<file path="src/design/pbcs_pkg.sv">
package pbcs_pkg;
    // device register indices on the register port
    localparam logic [1:0] PBCS_IDX_CTRL  = 2'h0;
    localparam logic [1:0] PBCS_IDX_BW    = 2'h1;
    localparam logic [1:0] PBCS_IDX_SETUP = 2'h2;

    // pll_control_reg fields
    localparam int PBCS_CTRL_IE   = 7;
    localparam int PBCS_CTRL_IF   = 6;
    localparam int PBCS_CTRL_ON   = 5;
    localparam int PBCS_CTRL_SEL  = 4;
    localparam logic [3:0] PBCS_CTRL_LOW_RD = 4'hf;

    // pll_bandwidth_reg fields
    localparam int PBCS_BW_AUTO = 7;
    localparam int PBCS_BW_LOCK = 6;
    localparam int PBCS_BW_TRK  = 5;

    // pll_multiplier_range_setup fields
    localparam int PBCS_MULT_HI = 7;
    localparam int PBCS_MULT_LO = 4;
    localparam int PBCS_RNG_HI  = 3;
    localparam int PBCS_RNG_LO  = 0;

    // reset values
    localparam logic [3:0] PBCS_MULT_RST = 4'h6;
    localparam logic [3:0] PBCS_RNG_RST  = 4'h6;
    localparam logic       PBCS_ON_RST  = 1'b1;
    localparam logic       PBCS_OSC_RST = 1'b1;

    // source edges to wait on a switch of base clock source
    localparam logic [1:0] PBCS_TRANS_EDGES = 2'h3;

    // APB map of the system integration end
    localparam logic [7:0] PBCS_APB_CTRL   = 8'h00;
    localparam logic [7:0] PBCS_APB_BW     = 8'h04;
    localparam logic [7:0] PBCS_APB_SETUP  = 8'h08;
    localparam logic [7:0] PBCS_APB_STATUS = 8'h0c;
    localparam int PBCS_ST_OSC  = 0;
    localparam int PBCS_ST_IRQ  = 1;
    localparam int PBCS_ST_BASE = 2;

    typedef enum logic [1:0] {
        PBCS_RUN  = 2'b01,
        PBCS_HOLD = 2'b10
    } pbcs_trans_t;

    typedef enum logic [2:0] {
        PBCS_IDLE = 3'b001,
        PBCS_ISSUE = 3'b010,
        PBCS_DONE = 3'b100
    } pbcs_apb_t;
endpackage

</file>
<file path="src/design/pbcs_if.sv">
`timescale 1ns/1ps
interface pbcs_if;
    logic [1:0] reg_addr;
    logic       reg_wr;
    logic       reg_rd;
    logic [7:0] reg_wdata;
    logic [7:0] reg_rdata;
    logic       oscillator_enable_in;
    logic       base_clock_out;
    logic       clock_gen_irq;

    modport dev (
        input  reg_addr, reg_wr, reg_rd, reg_wdata, oscillator_enable_in,
        output reg_rdata, base_clock_out, clock_gen_irq
    );
    modport sys (
        output reg_addr, reg_wr, reg_rd, reg_wdata, oscillator_enable_in,
        input  reg_rdata, base_clock_out, clock_gen_irq
    );
endinterface

</file>
<file path="src/design/pbcs_clock_gen.sv">
// Decided for this implementation: the address map and the APB slave port.
`timescale 1ns/1ps
// How it works
// - multiplier zero acts as multiplier one
// - range zero disables pll, forces crystal
// - switch waits three crystal, three vco edges
// - transition output halved to make base clock
// - base clock even duty, source halved
// - no vco select while pll off
// - pll cannot turn off while vco selected
// - pll on and select change in separate writes
// - setup register holds N high, L low
// - manual mode holds interrupt enable at zero
// - manual mode reads flag and lock zero
// - select forced zero if off or range zero
// - setup register read-only while pll on
// - select set forces pll on, read-only
// - integration end drives oscillator enable
// - interrupt output driven by lock detector
// - software picks N from four times bus
// - software picks L from nominal centre
// - lock toggle sets flag, control read clears
// - irq when flag and enable both set
// - select one routes vco, zero crystal
// - reset gives multiplier six, pll on
module pbcs_clock_gen
    import pbcs_pkg::*;
(
    // system
    input  wire logic       clk,
    input  wire logic       rst_b,
    // link to the integration end
    pbcs_if.dev             link,
    // analog side
    input  wire logic       crystal_clock,
    input  wire logic       vco_clock,
    input  wire logic       pll_lock_in,
    input  wire logic       pll_track_in,
    output logic            pll_enable,
    output logic            osc_enable,
    output logic [3:0]      feedback_div,
    output logic [3:0]      vco_range,
    output logic            filter_track
);
    import pbcs_pkg::*;

    function automatic logic rise(input logic now_v, input logic old_v);
        return now_v & ~old_v;
    endfunction

    logic [3:0]  mult_r;
    logic [3:0]  rng_r;
    logic        on_r;
    logic        sel_r;
    logic        ie_r;
    logic        if_r;
    logic        auto_r;
    logic        man_trk_r;
    logic        lock_r;
    logic [7:0]  rdata_r;
    logic        irq_r;
    logic        xq_r;
    logic        xq2_r;
    logic        vq_r;
    logic        vq2_r;
    logic        act_sel_r;
    logic [1:0]  xcnt_r;
    logic [1:0]  vcnt_r;
    logic        base_r;
    pbcs_trans_t st_r;
    logic        en_r;
    logic        osc_r;
    logic [3:0]  div_r;
    logic        trk_r;

    wire wr_ctrl  = link.reg_wr && link.reg_addr == PBCS_IDX_CTRL;
    wire wr_bw    = link.reg_wr && link.reg_addr == PBCS_IDX_BW;
    wire wr_setup = link.reg_wr && link.reg_addr == PBCS_IDX_SETUP;
    wire rd_ctrl  = link.reg_rd && link.reg_addr == PBCS_IDX_CTRL;
    wire w_on     = link.reg_wdata[PBCS_CTRL_ON];
    wire w_sel    = link.reg_wdata[PBCS_CTRL_SEL];
    wire rng_zero = rng_r == 4'h0;

    // pll-on changes only with select clear; select changes only if on
    // stays put in that write
    wire on_chg   = wr_ctrl && !sel_r && (w_on != on_r);
    wire on_nxt   = on_chg ? w_on : on_r;
    wire sel_ok   = on_r && !on_chg && !rng_zero;
    wire sel_wr   = wr_ctrl && (w_sel != sel_r) && (sel_ok || !w_sel);
    wire sel_nxt  = (!on_nxt || rng_zero) ? 1'b0
                  : (sel_wr ? w_sel : sel_r);

    // lock only means anything in automatic mode
    wire lock_now = auto_r & pll_lock_in;
    wire lock_tgl = lock_now != lock_r;
    wire if_nxt   = lock_tgl | (if_r & ~rd_ctrl);

    wire [7:0] ctrl_rd = {ie_r & auto_r, if_r & auto_r,
                          on_r, sel_r, PBCS_CTRL_LOW_RD};
    // lock_r lags auto_r by a cycle, so it is masked again here
    wire [7:0] bw_rd   = {auto_r, lock_r & auto_r,
                          auto_r ? pll_track_in : man_trk_r, 5'h00};
    wire [7:0] setup_rd = {mult_r, rng_r};
    wire [7:0] rd_mux  = (link.reg_addr == PBCS_IDX_CTRL) ? ctrl_rd
                       : (link.reg_addr == PBCS_IDX_BW)   ? bw_rd
                       : (link.reg_addr == PBCS_IDX_SETUP) ? setup_rd
                       : 8'h00;

    wire x_edge   = rise(xq_r, xq2_r);
    wire v_edge   = rise(vq_r, vq2_r);
    wire need_sw  = sel_r != act_sel_r;
    wire sw_done  = xcnt_r == PBCS_TRANS_EDGES &&
                    vcnt_r == PBCS_TRANS_EDGES;
    wire sel_edge = act_sel_r ? v_edge : x_edge;

    // programming, control and bandwidth registers
    always_ff @(posedge clk or negedge rst_b) begin
        if (!rst_b) begin
            mult_r    <= PBCS_MULT_RST;
            rng_r     <= PBCS_RNG_RST;
            on_r      <= PBCS_ON_RST;
            sel_r     <= 1'b0;
            ie_r      <= 1'b0;
            auto_r    <= 1'b0;
            man_trk_r <= 1'b0;
        end else begin
            if (wr_setup && !on_r) begin
                mult_r <= link.reg_wdata[PBCS_MULT_HI:PBCS_MULT_LO];
                rng_r  <= link.reg_wdata[PBCS_RNG_HI:PBCS_RNG_LO];
            end
            on_r  <= on_nxt;
            sel_r <= sel_nxt;
            if (!auto_r) begin
                ie_r <= 1'b0;
            end else if (wr_ctrl) begin
                ie_r <= link.reg_wdata[PBCS_CTRL_IE];
            end
            if (wr_bw) begin
                auto_r <= link.reg_wdata[PBCS_BW_AUTO];
            end
            // manual value kept aside while automatic mode runs
            if (wr_bw && !auto_r) begin
                man_trk_r <= link.reg_wdata[PBCS_BW_TRK];
            end
        end
    end

    // lock tracking, flag, interrupt and read data
    always_ff @(posedge clk or negedge rst_b) begin
        if (!rst_b) begin
            lock_r  <= 1'b0;
            if_r    <= 1'b0;
            irq_r   <= 1'b0;
            rdata_r <= 8'h00;
        end else begin
            lock_r <= lock_now;
            if_r   <= if_nxt;
            irq_r  <= if_nxt & ie_r & auto_r;
            if (link.reg_rd) begin
                rdata_r <= rd_mux;
            end
        end
    end

    // source sampling; clocks are slow against clk and taken as levels
    always_ff @(posedge clk or negedge rst_b) begin
        if (!rst_b) begin
            xq_r  <= 1'b0;
            xq2_r <= 1'b0;
            vq_r  <= 1'b0;
            vq2_r <= 1'b0;
        end else begin
            xq_r  <= crystal_clock;
            xq2_r <= xq_r;
            vq_r  <= vco_clock & en_r;
            vq2_r <= vq_r;
        end
    end

    // transition control: base clock frozen until each source has
    // shown three edges, so no runt reaches the output
    always_ff @(posedge clk or negedge rst_b) begin
        if (!rst_b) begin
            st_r      <= PBCS_RUN;
            act_sel_r <= 1'b0;
            xcnt_r    <= 2'h0;
            vcnt_r    <= 2'h0;
        end else begin
            unique case (st_r)
                PBCS_RUN: begin
                    xcnt_r <= 2'h0;
                    vcnt_r <= 2'h0;
                    if (need_sw) begin
                        st_r <= PBCS_HOLD;
                    end
                end
                PBCS_HOLD: begin
                    if (x_edge && xcnt_r != PBCS_TRANS_EDGES) begin
                        xcnt_r <= xcnt_r + 2'h1;
                    end
                    if (v_edge && vcnt_r != PBCS_TRANS_EDGES) begin
                        vcnt_r <= vcnt_r + 2'h1;
                    end
                    if (sw_done) begin
                        act_sel_r <= sel_r;
                        st_r      <= PBCS_RUN;
                    end
                end
            endcase
        end
    end

    // divide by two of the selected source
    always_ff @(posedge clk or negedge rst_b) begin
        if (!rst_b) begin
            base_r <= 1'b0;
        end else if (st_r == PBCS_RUN && sel_edge) begin
            base_r <= ~base_r;
        end
    end

    // analog controls
    always_ff @(posedge clk or negedge rst_b) begin
        if (!rst_b) begin
            en_r  <= 1'b0;
            osc_r <= 1'b0;
            div_r <= 4'h1;
            trk_r <= 1'b0;
        end else begin
            en_r  <= on_r && !rng_zero && link.oscillator_enable_in;
            osc_r <= link.oscillator_enable_in;
            div_r <= (mult_r == 4'h0) ? 4'h1 : mult_r;
            trk_r <= auto_r ? pll_track_in : man_trk_r;
        end
    end

    assign link.reg_rdata     = rdata_r;
    assign link.base_clock_out = base_r;
    assign link.clock_gen_irq  = irq_r;
    assign pll_enable   = en_r;
    assign osc_enable   = osc_r;
    assign feedback_div = div_r;
    assign vco_range    = rng_r;
    assign filter_track = trk_r;
endmodule

</file>
<file path="src/flat_wrapper.sv">
// flat-port wrapper written by rule: the top's interface ports become plain ports
module pbcs_clock_gen_flat import pbcs_pkg::*;
  (clk, rst_b, crystal_clock, vco_clock, pll_lock_in, pll_track_in, pll_enable, osc_enable, feedback_div, vco_range, filter_track, link_reg_addr, link_reg_wr, link_reg_rd, link_reg_wdata, link_oscillator_enable_in, link_reg_rdata, link_base_clock_out, link_clock_gen_irq);
  pbcs_if link_i ();
  input  wire logic clk;
  input  wire logic rst_b;
  input  wire logic crystal_clock;
  input  wire logic vco_clock;
  input  wire logic pll_lock_in;
  input  wire logic pll_track_in;
  output logic pll_enable;
  output logic osc_enable;
  output logic [3:0] feedback_div;
  output logic [3:0] vco_range;
  output logic filter_track;
  input wire logic [$bits(link_i.reg_addr)-1:0] link_reg_addr;
  input wire logic [$bits(link_i.reg_wr)-1:0] link_reg_wr;
  input wire logic [$bits(link_i.reg_rd)-1:0] link_reg_rd;
  input wire logic [$bits(link_i.reg_wdata)-1:0] link_reg_wdata;
  input wire logic [$bits(link_i.oscillator_enable_in)-1:0] link_oscillator_enable_in;
  output wire logic [$bits(link_i.reg_rdata)-1:0] link_reg_rdata;
  output wire logic [$bits(link_i.base_clock_out)-1:0] link_base_clock_out;
  output wire logic [$bits(link_i.clock_gen_irq)-1:0] link_clock_gen_irq;
  assign link_i.reg_addr = link_reg_addr;
  assign link_i.reg_wr = link_reg_wr;
  assign link_i.reg_rd = link_reg_rd;
  assign link_i.reg_wdata = link_reg_wdata;
  assign link_i.oscillator_enable_in = link_oscillator_enable_in;
  assign link_reg_rdata = link_i.reg_rdata;
  assign link_base_clock_out = link_i.base_clock_out;
  assign link_clock_gen_irq = link_i.clock_gen_irq;
  pbcs_clock_gen u_core (.clk(clk), .rst_b(rst_b), .link(link_i), .crystal_clock(crystal_clock), .vco_clock(vco_clock), .pll_lock_in(pll_lock_in), .pll_track_in(pll_track_in), .pll_enable(pll_enable), .osc_enable(osc_enable), .feedback_div(feedback_div), .vco_range(vco_range), .filter_track(filter_track));
endmodule
</file>
<file path="config.mk">
export PLATFORM = sky130hd
export DESIGN_NAME = pbcs_clock_gen_flat
export DESIGN_NICKNAME = d
export VERILOG_FILES = /design/src/design/pbcs_pkg.sv /design/src/design/pbcs_if.sv /design/src/design/pbcs_clock_gen.sv /design/src/flat_wrapper.sv
export SDC_FILE = /design/constraint.sdc
export NUM_CORES = 1
export LEC_CHECK = 0
export ABC_AREA = 1
export BUFFER_PORTS_ARGS = -buffer_cell sky130_fd_sc_hd__buf_2
export CAP_MARGIN = 20
export CORE_ASPECT_RATIO = 0.9
export CORE_UTILIZATION = 53
export DETAILED_ROUTE_END_ITERATION = 7
export HOLD_SLACK_MARGIN = 0.03
export MAX_ROUTING_LAYER = met4
export PLACE_DENSITY_LB_ADDON = 0.2
export SYNTH_ARGS = -nofsm -noshare
export SYNTH_HDL_FRONTEND = slang
export SYNTH_SLANG_ARGS = --single-unit
</file>
<file path="constraint.sdc">
create_clock -name clk -period 1.25 [get_ports clk]
set_input_delay 0.125 -clock clk [delete_from_list [all_inputs] [get_ports clk]]
set_output_delay 0.125 -clock clk [all_outputs]
set_load 0.01 [all_outputs]
</file>
Word level (Yosys, flattened, before mapping)
Cells that the tools add are included.
W data, S select, Z words.
- bits in registers: 43
- output and inout port bits: 21
- logic and storage cells: 109
- add/subtract/negate cells: 2
- equality and inequality tests: 17
- multiplexer cells: 18
- bitwise gates (word level): 15
- reductions and logical operators: 33
- operators with widths (operator ; count):
    $mux W8 ; 3
    $logic_and A1 B1 Y1 ; 18
    $pmux W2 S2 ; 3
    $and A1 B1 Y1 ; 10
    $eq A2 B2 Y1 const B ; 4
    $logic_not A4 Y1 ; 2
    $mux W2 ; 4
    $ne A2 B1 Y1 const B ; 4
    $logic_not A1 Y1 ; 7
    $mux W1 ; 7
    $ne A2 B2 Y1 const B ; 3
    $add A2 B1 Y2 const B ; 2
    $eq A2 B1 Y1 const B ; 2
    $mux W4 ; 1
    $ne A1 B1 Y1 ; 4
    $not A1 Y1 ; 4
    $reduce_and A2 Y1 ; 2
    $logic_not A2 Y1 ; 1
    $logic_or A1 B1 Y1 ; 2
    $reduce_bool A2 Y1 ; 1
    $or A1 B1 Y1 ; 1

Depth between registers and ports, before layout
- depth after elaboration: 11
- gate-level depth with buffers: 7

Worst setup path before layout
No wires, ideal clock.
- path type: reg2reg
- from: register u_core.st_r[0]
- to: register u_core.st_r[1]
- setup time: 124 ps
- arrival: 934 ps
- data required time: 1126 ps
- path slack: 192 ps
- stages on the path, launching flop included: 6
- path buffers: 0
- cells stage by stage: dfstp_2 -> inv_1 -> nor2_1 -> o21ai_0 -> o21ai_0 -> inv_1
- word-level cells in the longest chain between the ends: 3
- elaborated cells on any way between the ends: 6
- those cells by class: eq/ne: 4; mux: 1; reduce/logical: 1
- ends and longest elaborated chain (what ; RTL line ; source):
    start, declared ; pbcs_clock_gen.sv:70 ; pbcs_trans_t st_r;
    start signal, assigned ; pbcs_clock_gen.sv:184 ; st_r <= PBCS_RUN;
    start signal, assigned ; pbcs_clock_gen.sv:194 ; st_r <= PBCS_HOLD;
    start signal, assigned ; pbcs_clock_gen.sv:206 ; st_r <= PBCS_RUN;
    $eq A2 B1 Y1 / $eq A2 B2 Y1 (equally long branches) ; pbcs_clock_gen.sv:189 ; unique case (st_r)
    $ne A2 B1 Y1 (no line) ; n/a ;
    $reduce_and A2 Y1 (no line) ; n/a ;
Parallel ways exist; a longest one is shown, timed or not.
A chain may end at the register's enable or synchronous reset.

Worst setup path in the final report
- from: register u_core.xcnt_r[0]
- to: register u_core.xcnt_r[0]
- word-level cells in the longest chain between the ends: 3
- elaborated cells on any way between the ends: 6
- those cells by class: add/sub: 1; eq/ne: 2; mux: 2; reduce/logical: 1
- ends and longest elaborated chain (what ; RTL line ; source):
    start, declared ; pbcs_clock_gen.sv:67 ; logic [1:0] xcnt_r;
    start signal, assigned ; pbcs_clock_gen.sv:199 ; xcnt_r <= xcnt_r + 2'h1;
    $add A2 B1 Y2 / $ne A2 B2 Y1 (equally long branches) ; pbcs_clock_gen.sv:199, pbcs_clock_gen.sv:198 ;
    $mux W2 / $logic_and A1 B1 Y1 (equally long branches) ; pbcs_clock_gen.sv:198 ; if (x_edge && xcnt_r != PBCS_TRANS_EDGES) begin
    $pmux W2 S2 / $ne A2 B1 Y1 (equally long branches) ; n/a ;
Parallel ways exist; a longest one is shown, timed or not. The select of a mux whose other input is x is not followed.

==> flow_summary.json <==
{
  "status": "complete, no violations",
  "start_kind": "register",
  "whs_endpoint": "u_core.mult_r[2]$_DFFE_PN1P_",
  "final.setup.worst_slack_ns": 0.04934,
  "drt.antenna.violating_nets": 0,
  "gp_routability_congestion": 0.8247,
  "dr.first_iter.drc_count": 55,
  "fin_max_slew_vios": 0,
  "critPathRequiredTime_ns": 1.47,
  "clock_skew_ns": 0.004236,
  "top_level_ports": 40,
  "grt_setup_unrepaired": "true",
  "finalHoldViolations": 0,
  "final_core_util_pct": 70.20,
  "grt_antenna_before_repair": 0,
  "synth.ff_latch_count": 43,
  "detail_route.first_pass.iterations": 4,
  "height_of_the_die_um": 57.75,
  "grt_overflow": 0,
  "final-setup-viol-count": 0,
  "wl_um": 3449,
  "buffer_ports.inserted": 39,
  "period_minus_slack_ns": 1.201,
  "num_vias": 1473,
  "hold_path_class": "input port to register",
  "maxClockFrequency_mhz": 832.9,
  "cp.arrival_ns": 1.42,
  "mostFrequentLayoutCell": "sky130_fd_sc_hd__nand2_1",
  "synthesis.nets": 227,
  "regToRegStartpoint": "u_core.xcnt_r[0]$_DFFE_PN0P_",
  "highest_net_fanout_along_the_worst_path": 3,
  "synthCells": 206,
  "clock_insertion_delay_worst_skew_ns": 0.29,
  "grt_util_all_layers_pct": 22.73,
  "avgViaCountPerCell": 4.993,
  "cts_num_sinks": 43,
  "worst_ir_drop_vdd_v": 0.0008466,
  "final_layout_size_suffix_gt1_share_pct": 25.69,
  "routedWlPerCell_um": 11.69,
  "critical_path_class": "register to register",
  "n_antenna_cell": 0,
  "synth.cell_area_um2": 1831,
  "preCtsSetupSlack_ns": 0.04311,
  "cell_type_with_the_highest_aggregate_area_in_the_netlist": "sky130_fd_sc_hd__dfrtp_1",
  "synth_area_leaders": "sky130_fd_sc_hd__dfrtp_1 (49%), sky130_fd_sc_hd__nand2_1 (10%), sky130_fd_sc_hd__dfstp_2 (10%)",
  "clkTransAtPathRegs_ns": 0.07,
  "timing.reg2reg.setup_slack_ns": 0.05,
  "level_count_of_the_clock_h_tree": 2,
  "fin_crit_sh_pct": 96.05,
  "worst_hold_path.num_cells": 3,
  "worst_slew_pin_slew_ns": 0.3415,
  "maxCapViolCount": 0,
  "netlist.area_leader.share_pct": 49.21,
  "mostFrequentLayoutCells": "sky130_fd_sc_hd__nand2_1 (51), sky130_fd_sc_hd__buf_2 (39), sky130_fd_sc_hd__dfrtp_1 (36)",
  "yosys_warnings": 0,
  "postPlaceCellArea_um2": 2071,
  "pin_count_of_the_biggest_net_entering_global_routing": 44,
  "power-per-cell-area_nw_per_um2": 1637,
  "placement_rows": 19,
  "num-fill-cells": 258,
  "floorplan.die.width_um": 63.95,
  "yosysSeqAreaShare_pct": 59.26,
  "remaining_drc_errors": 0,
  "cts-buffers-inserted": 5,
  "ctsLongestPathBuffers": 2,
  "avgSynthCellArea_um2": 8.886,
  "fin_nets": 273,
  "r2r_end": "u_core.xcnt_r[0]$_DFFE_PN0P_",
  "worst_rel_slew_slack_pct": 77.21,
  "area_growth_syn_to_layout_pct": 21.26,
  "post_synth_num_cell_types": 26,
  "setup_total_negative_slack_ns": 0,
  "finish.instance_area_um2": 2220,
  "grt_first_pass_wirelength_um": 6051,
  "first_global_vias": 1393,
  "tritoncts_clock_tree": "built",
  "power.leakage_nw": 1.159,
  "timing.reg2reg.worst_path_depth": 6,
  "cp-end-kind": "register",
  "die_area_um2": 3693,
  "coreArea_um2": 3162,
  "initial_utilization_pct": 57.89,
  "dp_hpwl_um": 2510,
  "clockRootBuffer": "sky130_fd_sc_hd__clkbuf_8",
  "hold_start": "link_reg_wdata[6]"
}
[synth_stat cells (all sizes together)]
master	count
nand3	21
o21ai	10
clkbuf	3
dfrtp	36
nor2	29
o22ai	4
inv	27
and2	1
buf	3
or2	1
o221ai	1
dfstp	7
nor3	3
a21oi	3
xnor2	1
ha	2
nand4	1
a31oi	1
nand2	52
[per-stage QoR]
stage	std cells	power [mW]	hold WS [ns]
6_report	295	3.633	0.04051
5_1_grt	295	3.847	0.05504
4_1_cts	295	3.662	0.03528
3_5_place_dp	283	2.609	0.1152
3_3_place_gp	283	2.579	0.1148
2_1_floorplan	206	2.322	-0.1706
[metal layers]
layer / share of wire, % / up-vias / GRT usage, %
li1: - / 744 / -
met1: 47 / 690 / 27.48
met2: 47 / 31 / 36.17
met3: 4.5 / 8 / 6.890
met4: 1.8 / 0 / 8.442
met5: 0 / - / -
[worst max-delay path by stage]
| stage | startpoint | to | slack [ns] |
|---|---|---|---|
| 2_1_floorplan | u_core.st_r[0]$_DFFE_PN1P_ | u_core.st_r[1]$_DFFE_PN0P_ | 0.19 |
| 6_report | u_core.xcnt_r[0]$_DFFE_PN0P_ | u_core.xcnt_r[0]$_DFFE_PN0P_ | 0.05 |
| 5_1_grt | u_core.xcnt_r[0]$_DFFE_PN0P_ | u_core.xcnt_r[0]$_DFFE_PN0P_ | -0.01 |
| 4_1_cts | u_core.xcnt_r[0]$_DFFE_PN0P_ | u_core.xcnt_r[0]$_DFFE_PN0P_ | 0.02 |
| 3_3_place_gp | u_core.xcnt_r[0]$_DFFE_PN0P_ | u_core.xcnt_r[0]$_DFFE_PN0P_ | 0.10 |
| 3_5_place_dp | u_core.xcnt_r[0]$_DFFE_PN0P_ | u_core.xcnt_r[0]$_DFFE_PN0P_ | 0.04 |
[power by group]
part / switching, mW / internal [mW] / total [mW]
registers: 0.173 / 1.67 / 1.85
clock network: 0.441 / 0.597 / 1.04
logic: 0.432 / 0.316 / 0.748
[critical path: stages (launching register included)]
cell	delay, ns
sky130_fd_sc_hd__dfrtp_1	0.41
sky130_fd_sc_hd__ha_1	0.24
sky130_fd_sc_hd__inv_1	0.06
sky130_fd_sc_hd__nand3_1	0.12
sky130_fd_sc_hd__nor2_2	0.13
sky130_fd_sc_hd__nor2_1	0.05
sky130_fd_sc_hd__a21oi_1	0.12
[repair_timing]
| action | 4_1_cts | 5_1_grt |
|---|---|---|
| gates resized for setup | 0 | 2 |
| buffers inserted | 0 | 0 |
| hold buffers | 4 | 0 |
| endpoints found under the hold margin | 41 | 0 |
| endpoints found under the setup margin | 0 | 2 |
[cell type report]
class                           instances  area (µm²)  share of cell area, %
Clock inverter                          1       30.03                  1.353
Inverter                               27       101.3                  4.566
Sequential cell                        43        1085                  48.87
Multi-Input combinational cell        130       611.8                  27.56
Tap cell                               42       52.55                  2.368
Timing Repair Buffer                   45       262.8                  11.84
Clock buffer                            7       76.32                  3.439
[cell families after synthesis]
logic type,after synthesis,share of synthesized area (%)
flops,43,59.26
simple gates,108,25.09
compound gates,19,6.357
buf+inv,33,7.450
fa+ha+maj,2,1.367
xor+xnor,1,0.4786
[registers in the layout, indices dropped and copies added (netlist names), 2 cells and up]
register and cells:
u_core.vco_range 4, u_core.vcnt_r 2, u_core.st_r 2, u_core.mult_r 4, u_core.feedback_div 4, u_core.xcnt_r 2
u_core.link.reg_rdata 8
Power figures use the tool's default switching activity.
